### config.mk
export PLATFORM = sky130hd
export DESIGN_NAME = interrupt_priority_config
export DESIGN_NICKNAME = d
export VERILOG_FILES = /design/src/core/prio_field_decode.v /design/src/core/interrupt_priority_config.v
export VERILOG_INCLUDE_DIRS = /design/src /design/src/core
export SDC_FILE = /design/constraint.sdc
export NUM_CORES = 1
export LEC_CHECK = 0
export ABC_AREA = 1
export BUFFER_PORTS_ARGS = -buffer_cell sky130_fd_sc_hd__buf_4
export CAP_MARGIN = 10
export CORE_MARGIN = 2
export CORE_UTILIZATION = 45
export DETAILED_ROUTE_END_ITERATION = 7
export GPL_TIMING_DRIVEN = 0
export PLACE_DENSITY = 0.7
export REMOVE_ABC_BUFFERS = 1
export SLEW_MARGIN = 10
export SYNTH_ARGS = -nofsm -noshare
export SYNTH_HDL_FRONTEND = slang
export SYNTH_SLANG_ARGS = --single-unit
### constraint.sdc
create_clock -name SYS_CLK -period 23.1 [get_ports SYS_CLK]
set_input_delay 4.62 -clock SYS_CLK [delete_from_list [all_inputs] [get_ports SYS_CLK]]
set_output_delay 4.62 -clock SYS_CLK [all_outputs]
set_load 0.02 [all_outputs]
### src/core/interrupt_priority_defs.vh
// Constants for the interrupt priority configuration block
`ifndef INTERRUPT_PRIORITY_DEFS_VH
`define INTERRUPT_PRIORITY_DEFS_VH

`define ADDR_W            5
`define DATA_W            16
`define NUM_SRC           21
`define SRC_IDX_W         5

// Register word offsets
`define OFS_PRIO_FLASH    5'h01
`define OFS_PRIO_SSG      5'h02
`define OFS_PRIO_I2C_SER  5'h03
`define OFS_PRIO_TMR_I2C  5'h04
`define OFS_STATUS        5'h18

// Writable bit masks; zero bits are reserved
`define MASK_PRIO_FLASH   16'h003F
`define MASK_PRIO_SSG     16'hC3FF
`define MASK_PRIO_I2C_SER 16'hC03F
`define MASK_PRIO_TMR_I2C 16'hFFFF

`define RST_PRIO          16'h0000

// Field encodings
`define FIELD_OFF         2'h0

// Status bit positions
`define ST_SNAP_BIT       0
`define ST_PEND_BIT       1
`define ST_LVL_LO         2
`define ST_SRC_LO         4
`define ST_WAKE_BIT       9
`define ST_RSVD_BIT       15

`endif

### src/core/prio_field_decode.v
// Registered decode of one 2-bit priority field for one request source
`timescale 1ns/10ps
`include "interrupt_priority_defs.vh"

module prio_field_decode
(
    // Clock and reset
    input  wire       clk,
    input  wire       reset,
    // Field and request
    input  wire [1:0] field,
    input  wire       request,
    // Decoded outputs
    output reg        enable_reg,
    output reg  [1:0] level_reg,
    output reg        active_reg
);

wire       enable_next;
wire [1:0] level_next;

assign enable_next = (field != `FIELD_OFF);
// Level is one below the code, so code 11 caps the source at level 2
assign level_next  = enable_next ? (field - 2'h1) : 2'h0;

always @(posedge clk or posedge reset)
begin
    if (reset)
    begin
        enable_reg <= 1'b0;
        level_reg  <= 2'h0;
        active_reg <= 1'b0;
    end
    else
    begin
        enable_reg <= enable_next;
        level_reg  <= level_next;
        active_reg <= enable_next & request;
    end
end

endmodule // prio_field_decode

### src/core/interrupt_priority_config.v
// Priority configuration registers, per-source decode, wake and pending select
//
// The implementer's own choice: the strobed register port.
`timescale 1ns/10ps
`include "interrupt_priority_defs.vh"

module interrupt_priority_config
(
    // Clock and reset
    input  wire                     SYS_CLK,
    input  wire                     RESET,
    // Register port
    input  wire [`ADDR_W-1:0]       ADDR,
    input  wire [`DATA_W-1:0]       WR_DATA,
    input  wire                     WR_STROBE,
    input  wire                     RD_STROBE,
    output reg  [`DATA_W-1:0]       RD_DATA,
    // Peripheral requests and low-power state
    input  wire [`NUM_SRC-1:0]      REQUEST,
    input  wire                     LOW_POWER,
    // Per-source decoded priority
    output wire [`NUM_SRC-1:0]      PRIO_ENABLE,
    output wire [2*`NUM_SRC-1:0]    PRIO_LEVEL,
    output wire [`NUM_SRC-1:0]      REQ_ACTIVE,
    // Arbitration result and wake
    output reg                      PEND_VALID,
    output reg  [1:0]               PEND_LEVEL,
    output reg  [`SRC_IDX_W-1:0]    PEND_SOURCE,
    output reg                      WAKE_REQUEST
);

////////////////////////////////////////////////////////////////////////////////
// Priority registers

reg  [`DATA_W-1:0] priority_flash_reg;
reg  [`DATA_W-1:0] priority_serial_spi_gpio_reg;
reg  [`DATA_W-1:0] priority_i2c_err_serial_rx_reg;
reg  [`DATA_W-1:0] priority_timer_i2c_reg;

wire sel_flash;
wire sel_ssg;
wire sel_i2c_ser;
wire sel_tmr_i2c;
wire sel_status;

assign sel_flash   = (ADDR == `OFS_PRIO_FLASH);
assign sel_ssg     = (ADDR == `OFS_PRIO_SSG);
assign sel_i2c_ser = (ADDR == `OFS_PRIO_I2C_SER);
assign sel_tmr_i2c = (ADDR == `OFS_PRIO_TMR_I2C);
assign sel_status  = (ADDR == `OFS_STATUS);

// Reserved positions are masked at write so they can never hold a one
always @(posedge SYS_CLK or posedge RESET)
begin
    if (RESET)
    begin
        priority_flash_reg             <= `RST_PRIO;
        priority_serial_spi_gpio_reg   <= `RST_PRIO;
        priority_i2c_err_serial_rx_reg <= `RST_PRIO;
        priority_timer_i2c_reg         <= `RST_PRIO;
    end
    else if (WR_STROBE)
    begin
        if (sel_flash)
        begin
            priority_flash_reg <= WR_DATA & `MASK_PRIO_FLASH;
        end
        if (sel_ssg)
        begin
            priority_serial_spi_gpio_reg <= WR_DATA & `MASK_PRIO_SSG;
        end
        if (sel_i2c_ser)
        begin
            priority_i2c_err_serial_rx_reg <=
                WR_DATA & `MASK_PRIO_I2C_SER;
        end
        if (sel_tmr_i2c)
        begin
            priority_timer_i2c_reg <= WR_DATA & `MASK_PRIO_TMR_I2C;
        end
    end
end

////////////////////////////////////////////////////////////////////////////////
// Field extraction

wire [1:0] flash_buffers_empty_prio;
wire [1:0] flash_cmd_done_prio;
wire [1:0] flash_fault_prio;
wire [1:0] serial0_tx_empty_prio;
wire [1:0] spi0_tx_empty_prio;
wire [1:0] spi0_rx_full_prio;
wire [1:0] port_a_pin_prio;
wire [1:0] port_b_pin_prio;
wire [1:0] port_c_pin_prio;
wire [1:0] twowire_fault_prio;
wire [1:0] serial0_rx_full_prio;
wire [1:0] serial0_rx_fault_prio;
wire [1:0] serial0_tx_idle_prio;
wire [1:0] timer_ch3_prio;
wire [1:0] timer_ch2_prio;
wire [1:0] timer_ch1_prio;
wire [1:0] timer_ch0_prio;
wire [1:0] twowire_state_prio;
wire [1:0] twowire_send_prio;
wire [1:0] twowire_recv_prio;
wire [1:0] twowire_general_prio;

assign flash_buffers_empty_prio = priority_flash_reg[5:4];
assign flash_cmd_done_prio      = priority_flash_reg[3:2];
assign flash_fault_prio         = priority_flash_reg[1:0];

assign serial0_tx_empty_prio = priority_serial_spi_gpio_reg[15:14];
assign spi0_tx_empty_prio    = priority_serial_spi_gpio_reg[9:8];
assign spi0_rx_full_prio     = priority_serial_spi_gpio_reg[7:6];
assign port_a_pin_prio       = priority_serial_spi_gpio_reg[5:4];
assign port_b_pin_prio       = priority_serial_spi_gpio_reg[3:2];
assign port_c_pin_prio       = priority_serial_spi_gpio_reg[1:0];

assign twowire_fault_prio    = priority_i2c_err_serial_rx_reg[15:14];
assign serial0_rx_full_prio  = priority_i2c_err_serial_rx_reg[5:4];
assign serial0_rx_fault_prio = priority_i2c_err_serial_rx_reg[3:2];
assign serial0_tx_idle_prio  = priority_i2c_err_serial_rx_reg[1:0];

assign timer_ch3_prio       = priority_timer_i2c_reg[15:14];
assign timer_ch2_prio       = priority_timer_i2c_reg[13:12];
assign timer_ch1_prio       = priority_timer_i2c_reg[11:10];
assign timer_ch0_prio       = priority_timer_i2c_reg[9:8];
assign twowire_state_prio   = priority_timer_i2c_reg[7:6];
assign twowire_send_prio    = priority_timer_i2c_reg[5:4];
assign twowire_recv_prio    = priority_timer_i2c_reg[3:2];
assign twowire_general_prio = priority_timer_i2c_reg[1:0];

// Source index order, lowest index wins a tie at equal level
wire [2*`NUM_SRC-1:0] all_fields;

assign all_fields = {
    timer_ch3_prio,        // 20
    timer_ch2_prio,        // 19
    timer_ch1_prio,        // 18
    timer_ch0_prio,        // 17
    twowire_state_prio,    // 16
    twowire_send_prio,     // 15
    twowire_recv_prio,     // 14
    twowire_general_prio,  // 13
    twowire_fault_prio,    // 12
    serial0_rx_full_prio,  // 11
    serial0_rx_fault_prio, // 10
    serial0_tx_idle_prio,  // 9
    serial0_tx_empty_prio, // 8
    spi0_tx_empty_prio,    // 7
    spi0_rx_full_prio,     // 6
    port_a_pin_prio,       // 5
    port_b_pin_prio,       // 4
    port_c_pin_prio,       // 3
    flash_buffers_empty_prio, // 2
    flash_cmd_done_prio,   // 1
    flash_fault_prio       // 0
};

////////////////////////////////////////////////////////////////////////////////
// Per-source decode

genvar g;
generate
    for (g = 0; g < `NUM_SRC; g = g + 1)
    begin : src
        prio_field_decode u_dec
        (
            .clk        (SYS_CLK),
            .reset      (RESET),
            .field      (all_fields[2*g+1:2*g]),
            .request    (REQUEST[g]),
            .enable_reg (PRIO_ENABLE[g]),
            .level_reg  (PRIO_LEVEL[2*g+1:2*g]),
            .active_reg (REQ_ACTIVE[g])
        );
    end
endgenerate

////////////////////////////////////////////////////////////////////////////////
// Highest pending level, presented to the core side

reg                  best_valid;
reg [1:0]            best_level;
reg [`SRC_IDX_W-1:0] best_src;
integer              i;

always @*
begin
    best_valid = 1'b0;
    best_level = 2'h0;
    best_src   = {`SRC_IDX_W{1'b0}};
    for (i = 0; i < `NUM_SRC; i = i + 1)
    begin
        // Strict compare keeps the lower index on a tie
        if (REQ_ACTIVE[i] &&
            (!best_valid || (PRIO_LEVEL[2*i+:2] > best_level)))
        begin
            best_valid = 1'b1;
            best_level = PRIO_LEVEL[2*i+:2];
            best_src   = i[`SRC_IDX_W-1:0];
        end
    end
end

always @(posedge SYS_CLK or posedge RESET)
begin
    if (RESET)
    begin
        PEND_VALID  <= 1'b0;
        PEND_LEVEL  <= 2'h0;
        PEND_SOURCE <= {`SRC_IDX_W{1'b0}};
    end
    else
    begin
        PEND_VALID  <= best_valid;
        PEND_LEVEL  <= best_level;
        PEND_SOURCE <= best_src;
    end
end

////////////////////////////////////////////////////////////////////////////////
// Wake from wait or stop

reg                 low_power_prev_reg;
reg [`NUM_SRC-1:0]  wake_mask_reg;
reg                 snap_held_reg;
reg [`NUM_SRC-1:0]  field_nonzero;
integer             k;

always @*
begin
    field_nonzero = {`NUM_SRC{1'b0}};
    for (k = 0; k < `NUM_SRC; k = k + 1)
    begin
        field_nonzero[k] = (all_fields[2*k+:2] != `FIELD_OFF);
    end
end

// Mask is frozen on entry; later field writes cannot arm a wake source
always @(posedge SYS_CLK or posedge RESET)
begin
    if (RESET)
    begin
        low_power_prev_reg <= 1'b0;
        wake_mask_reg      <= {`NUM_SRC{1'b0}};
        snap_held_reg      <= 1'b0;
        WAKE_REQUEST       <= 1'b0;
    end
    else
    begin
        low_power_prev_reg <= LOW_POWER;
        if (LOW_POWER && !low_power_prev_reg)
        begin
            wake_mask_reg <= field_nonzero;
            snap_held_reg <= 1'b1;
        end
        else if (!LOW_POWER)
        begin
            snap_held_reg <= 1'b0;
        end
        WAKE_REQUEST <= LOW_POWER && low_power_prev_reg &&
                        |(REQUEST & wake_mask_reg);
    end
end

////////////////////////////////////////////////////////////////////////////////
// Reserved-write flag and status

wire rsvd_write;
reg  rsvd_seen_reg;
wire rsvd_clear;

// Flags software that broke the zero-write convention for reserved bits
assign rsvd_write = WR_STROBE &&
    ((sel_flash   && |(WR_DATA & ~`MASK_PRIO_FLASH))   ||
     (sel_ssg     && |(WR_DATA & ~`MASK_PRIO_SSG))     ||
     (sel_i2c_ser && |(WR_DATA & ~`MASK_PRIO_I2C_SER)));
assign rsvd_clear = WR_STROBE && sel_status && WR_DATA[`ST_RSVD_BIT];

// A new violation in the clearing cycle wins over the clear
always @(posedge SYS_CLK or posedge RESET)
begin
    if (RESET)
    begin
        rsvd_seen_reg <= 1'b0;
    end
    else if (rsvd_write)
    begin
        rsvd_seen_reg <= 1'b1;
    end
    else if (rsvd_clear)
    begin
        rsvd_seen_reg <= 1'b0;
    end
end

wire [`DATA_W-1:0] status_word;

assign status_word = {
    rsvd_seen_reg,
    5'h00,
    WAKE_REQUEST,
    PEND_SOURCE,
    PEND_LEVEL,
    PEND_VALID,
    snap_held_reg
};

////////////////////////////////////////////////////////////////////////////////
// Read port

reg [`DATA_W-1:0] rd_data_next;

always @*
begin
    rd_data_next = {`DATA_W{1'b0}};
    case (ADDR)
        `OFS_PRIO_FLASH:    rd_data_next = priority_flash_reg;
        `OFS_PRIO_SSG:      rd_data_next = priority_serial_spi_gpio_reg;
        `OFS_PRIO_I2C_SER:  rd_data_next = priority_i2c_err_serial_rx_reg;
        `OFS_PRIO_TMR_I2C:  rd_data_next = priority_timer_i2c_reg;
        `OFS_STATUS:        rd_data_next = status_word;
        default:            rd_data_next = {`DATA_W{1'b0}};
    endcase
end

// Data stand only in the cycle after the strobe and read zero otherwise
always @(posedge SYS_CLK or posedge RESET)
begin
    if (RESET)
    begin
        RD_DATA <= {`DATA_W{1'b0}};
    end
    else if (RD_STROBE)
    begin
        RD_DATA <= rd_data_next;
    end
    else
    begin
        RD_DATA <= {`DATA_W{1'b0}};
    end
end

endmodule // interrupt_priority_config

==> reports/qor.csv <==
stage;metric;value;unit
outcome;status;complete, no violations;
critical_path;criticalPathCategory;reg -> reg;
hold_path;hp-class;reg -> reg;
critical_path;cp_common_cell;o21ai_0;
synth;yosysMostFrequentCell;nand2_1;
detailed_routing;routed_wirelength;21.0;mm
power_and_ir_drop;internal_power;0.000698;W
power_and_ir_drop;p_switching;0.000426;W
power_and_ir_drop;combPwrFrac;37.4;%
global_route;grt_pass1_wl;33.5;mm
cts;cts_setup_buffers;0;
detailed_routing;via_count;6887;
critical_path;critPathBufInv;10;
sta;finalCritPeriodShare;89.0;%
critical_path;critPathSlowestCell;dfrtp_1;
global_route;overflow;0;
synth;syn_inst;1055;
power_and_ir_drop;ir_drop;0.0572;mV
sta;slew_viol_final;0;
floorplan;initial_utilization;46.2;%
finish;syn_to_final_growth;20.7;%
global_route;grt_max_degree;120;
power_and_ir_drop;leakage;5.79;nW
cts;cts.sinks;175;
floorplan;die_h;143;um
cts;ctsHoldBuffers;0;
synth;synth.distinct_cells;34;
sta;finalSetupViolations;0;
synth;ys_ff_latch;175;
floorplan;pin_count;156;
finish;largest_register_ff_count;42;
detailed_routing;wl_per_cell;14.5;um
synth;synth_top_cell_area_share;50.4;%
sta;fin_crit;20570;ps
hold_path;hp-start;priority_timer_i2c_reg[13];
finish;n_antenna_cell;0;
power_and_ir_drop;power.density;107;nW/um^2
detailed_routing;antenna_left;0;
floorplan;placementRows;50;
synth;ys_seq_area_share;50.4;%
floorplan;die_w;143;um
detailed_routing;drtIter0Drc;486;
synth;synth_warnings;0;
sta;hold_viol_final;0;
global_route;use_met3;3.39;%
critical_path;end_kind;flip-flop;
cts;clockBufferDepth;2;
cts;cts_resized;0;
finish;drive_above_1_share;21.4;%
finish;fillers;1734;
power_and_ir_drop;swShare;37.9;%
synth;async_reset_ff_share;100;%
cts;cts_tree;yes;
sta;maxSlewHeadroom;36.9;%
synth;synth_area_leader_cell;dfrtp_1;
cts;cts_buffers;17;
cts;clkTransAtPathRegs;60;ps
global_route;grt_pass1_vias;6577;
critical_path;path_max_fanout;6;
detailed_routing;drcViolationCount;0;
placement;place_hpwl;16.4;mm
cts;htree_levels;4;
placement;gp_congestion;0.916;
sta;tightest_slew;944;ps
critical_path;crit_start;src[0].u_dec.active_reg;
synth;synth_commonest_cells;nand2_1 (209), inv_1 (197), dfrtp_1 (175), nor2_1 (123), o21ai_0 (90);
global_route;busiest_layer;met2;
cts;clkLatencyLatePin;430;ps
critical_path;slowest_delay;410;ps
sta;maxClockFrequency;48.6;MHz
synth;yosys-top-cells-area;dfrtp_1 (50%), nand2_1 (9.0%), inv_1 (8.5%), nor2_1 (5.3%), o21ai_0 (5.2%);
critical_path;cp_data_arrival_time;20920;ps
sta;finalSetupTns;0;ps
synth;synth_area;8700;um^2
critical_path;required;23450;ps
floorplan;die_area;20500;um^2
sta;rsz0062_at_grt;false;
sta;fin_skew;8.64;ps
synth;synth-edff-count;0;
power_and_ir_drop;power.clock.fraction;26.1;%
global_route;met1_usage;29.9;%
synth;ys.flop_type;dfrtp_1;
critical_path;path_delay_family;simple AND/OR/NAND/NOR gates;
flow_run;drv_cap;0;
global_route;use_met2;34.1;%
synth;synth_area_per_cell;8.24;um^2
floorplan;core;18800;um^2
finish;final_core_util;55.7;%
power_and_ir_drop;power_frac_seq;36.5;%
detailed_routing;first_pass_iters;5;
global_route;grt.total_usage;21.4;%
critical_path;startpoint_type;flip-flop;
placement;io_buffers;155;
detailed_routing;vias_per_cell;4.76;
global_route;antenna_found_initial;0;
cts;cts_root_buf;clkbuf_16;
finish;num-nets-final;1249;
critical_path;timing.rr.start;src[0].u_dec.active_reg;
layout make-up:
cell class / count / area, um^2 / area share (%)
sequential: 175 / 4380 / 41.7
multi-input combinational: 626 / 3210 / 30.6
tap: 260 / 325 / 3.10
clock buffer: 19 / 443 / 4.22
inverter: 198 / 751 / 7.15
timing repair buffer: 157 / 1220 / 11.6
clock inverter: 13 / 163 / 1.55
final timing paths:
path                                              end  slack, ps  cells after the start
max                                    PEND_SOURCE[3]       2530                    141
min                        src[19].u_dec.level_reg[1]        490                      2
max reg2reg                            PEND_SOURCE[3]       2530                    141
min reg2reg                src[19].u_dec.level_reg[1]        490                      2
max in group asynchronous    src[15].u_dec.active_reg      18040                      3
min in group asynchronous     src[3].u_dec.enable_reg       4190                      2
metal layers:
metal  up-vias  wire length, um
met4         0              387
met5         -                0
li1       3473                -
met3        28             1030
met1      3209             9560
met2       177             9980
cell usage in the layout, fill, tap and decap left out, types with 2 or more instances in the layout:
master	Yosys	layout
a221oi_1	4	4
nand2_1	209	209
and2_1	4	4
o31ai_1	3	3
nand3_2	15	15
clkinv_2	0	3
o21ai_1	3	6
buf_4	42	155
inv_6	0	2
clkinvlp_4	0	3
nand3_1	34	34
a21oi_1	25	25
o22ai_1	9	9
nor3_1	10	10
dfrtp_1	175	175
a21boi_0	2	2
nand2_4	14	14
ha_1	27	27
clkinv_4	0	2
nand2_2	26	26
or2_2	6	6
clkbuf_16	0	17
nand3b_1	2	2
nor2_1	123	122
nand4_1	6	6
inv_1	197	196
a31oi_1	4	4
nor4_1	2	2
o21ai_0	90	87
bufinv_16	0	3
buf_16	0	2
cells by family (layout without fill, tap and decap cells):
kind of cell,count (synthesis),after routing,share of synthesized area (%)
simple gates,455,455,24.0
buf+inv,254,387,12.8
flops,175,175,50.4
compound gates,144,144,8.95
fa+ha+maj,27,27,3.88
through the flow:
stage,worst slack (ps),instance area [um^2],hold slack (ps),power [W],instances
3_5_place_dp,2360,9890,479,0.000835,1416
5_1_grt,73.4,10500,523,0.00121,1448
3_3_place_gp,2650,9820,449,0.000822,1414
4_1_cts,2180,10500,493,0.00113,1448
6_report,2530,10500,492,0.00112,1448
2_1_floorplan,4260,8330,442,0.000697,999
power by group through the flow:
| stage | Clock, W | Sequential [W] | Combinational (W) |
|---|---|---|---|
| final | 0.000293 | 0.000410 | 0.000421 |
| after global routing | 0.000309 | 0.000417 | 0.000479 |
| after CTS | 0.000297 | 0.000410 | 0.000423 |
| after detailed placement | 0 | 0.000415 | 0.000420 |
| after global placement | 0 | 0.000416 | 0.000406 |
| after floorplan | 0 | 0.000440 | 0.000257 |
tightest hold or removal path, stage by stage, from the launching register on:
cell	delay [ps]
dfrtp_1	360
nand2_1	60
inv_1	40
Power figures use the tool's default switching activity.
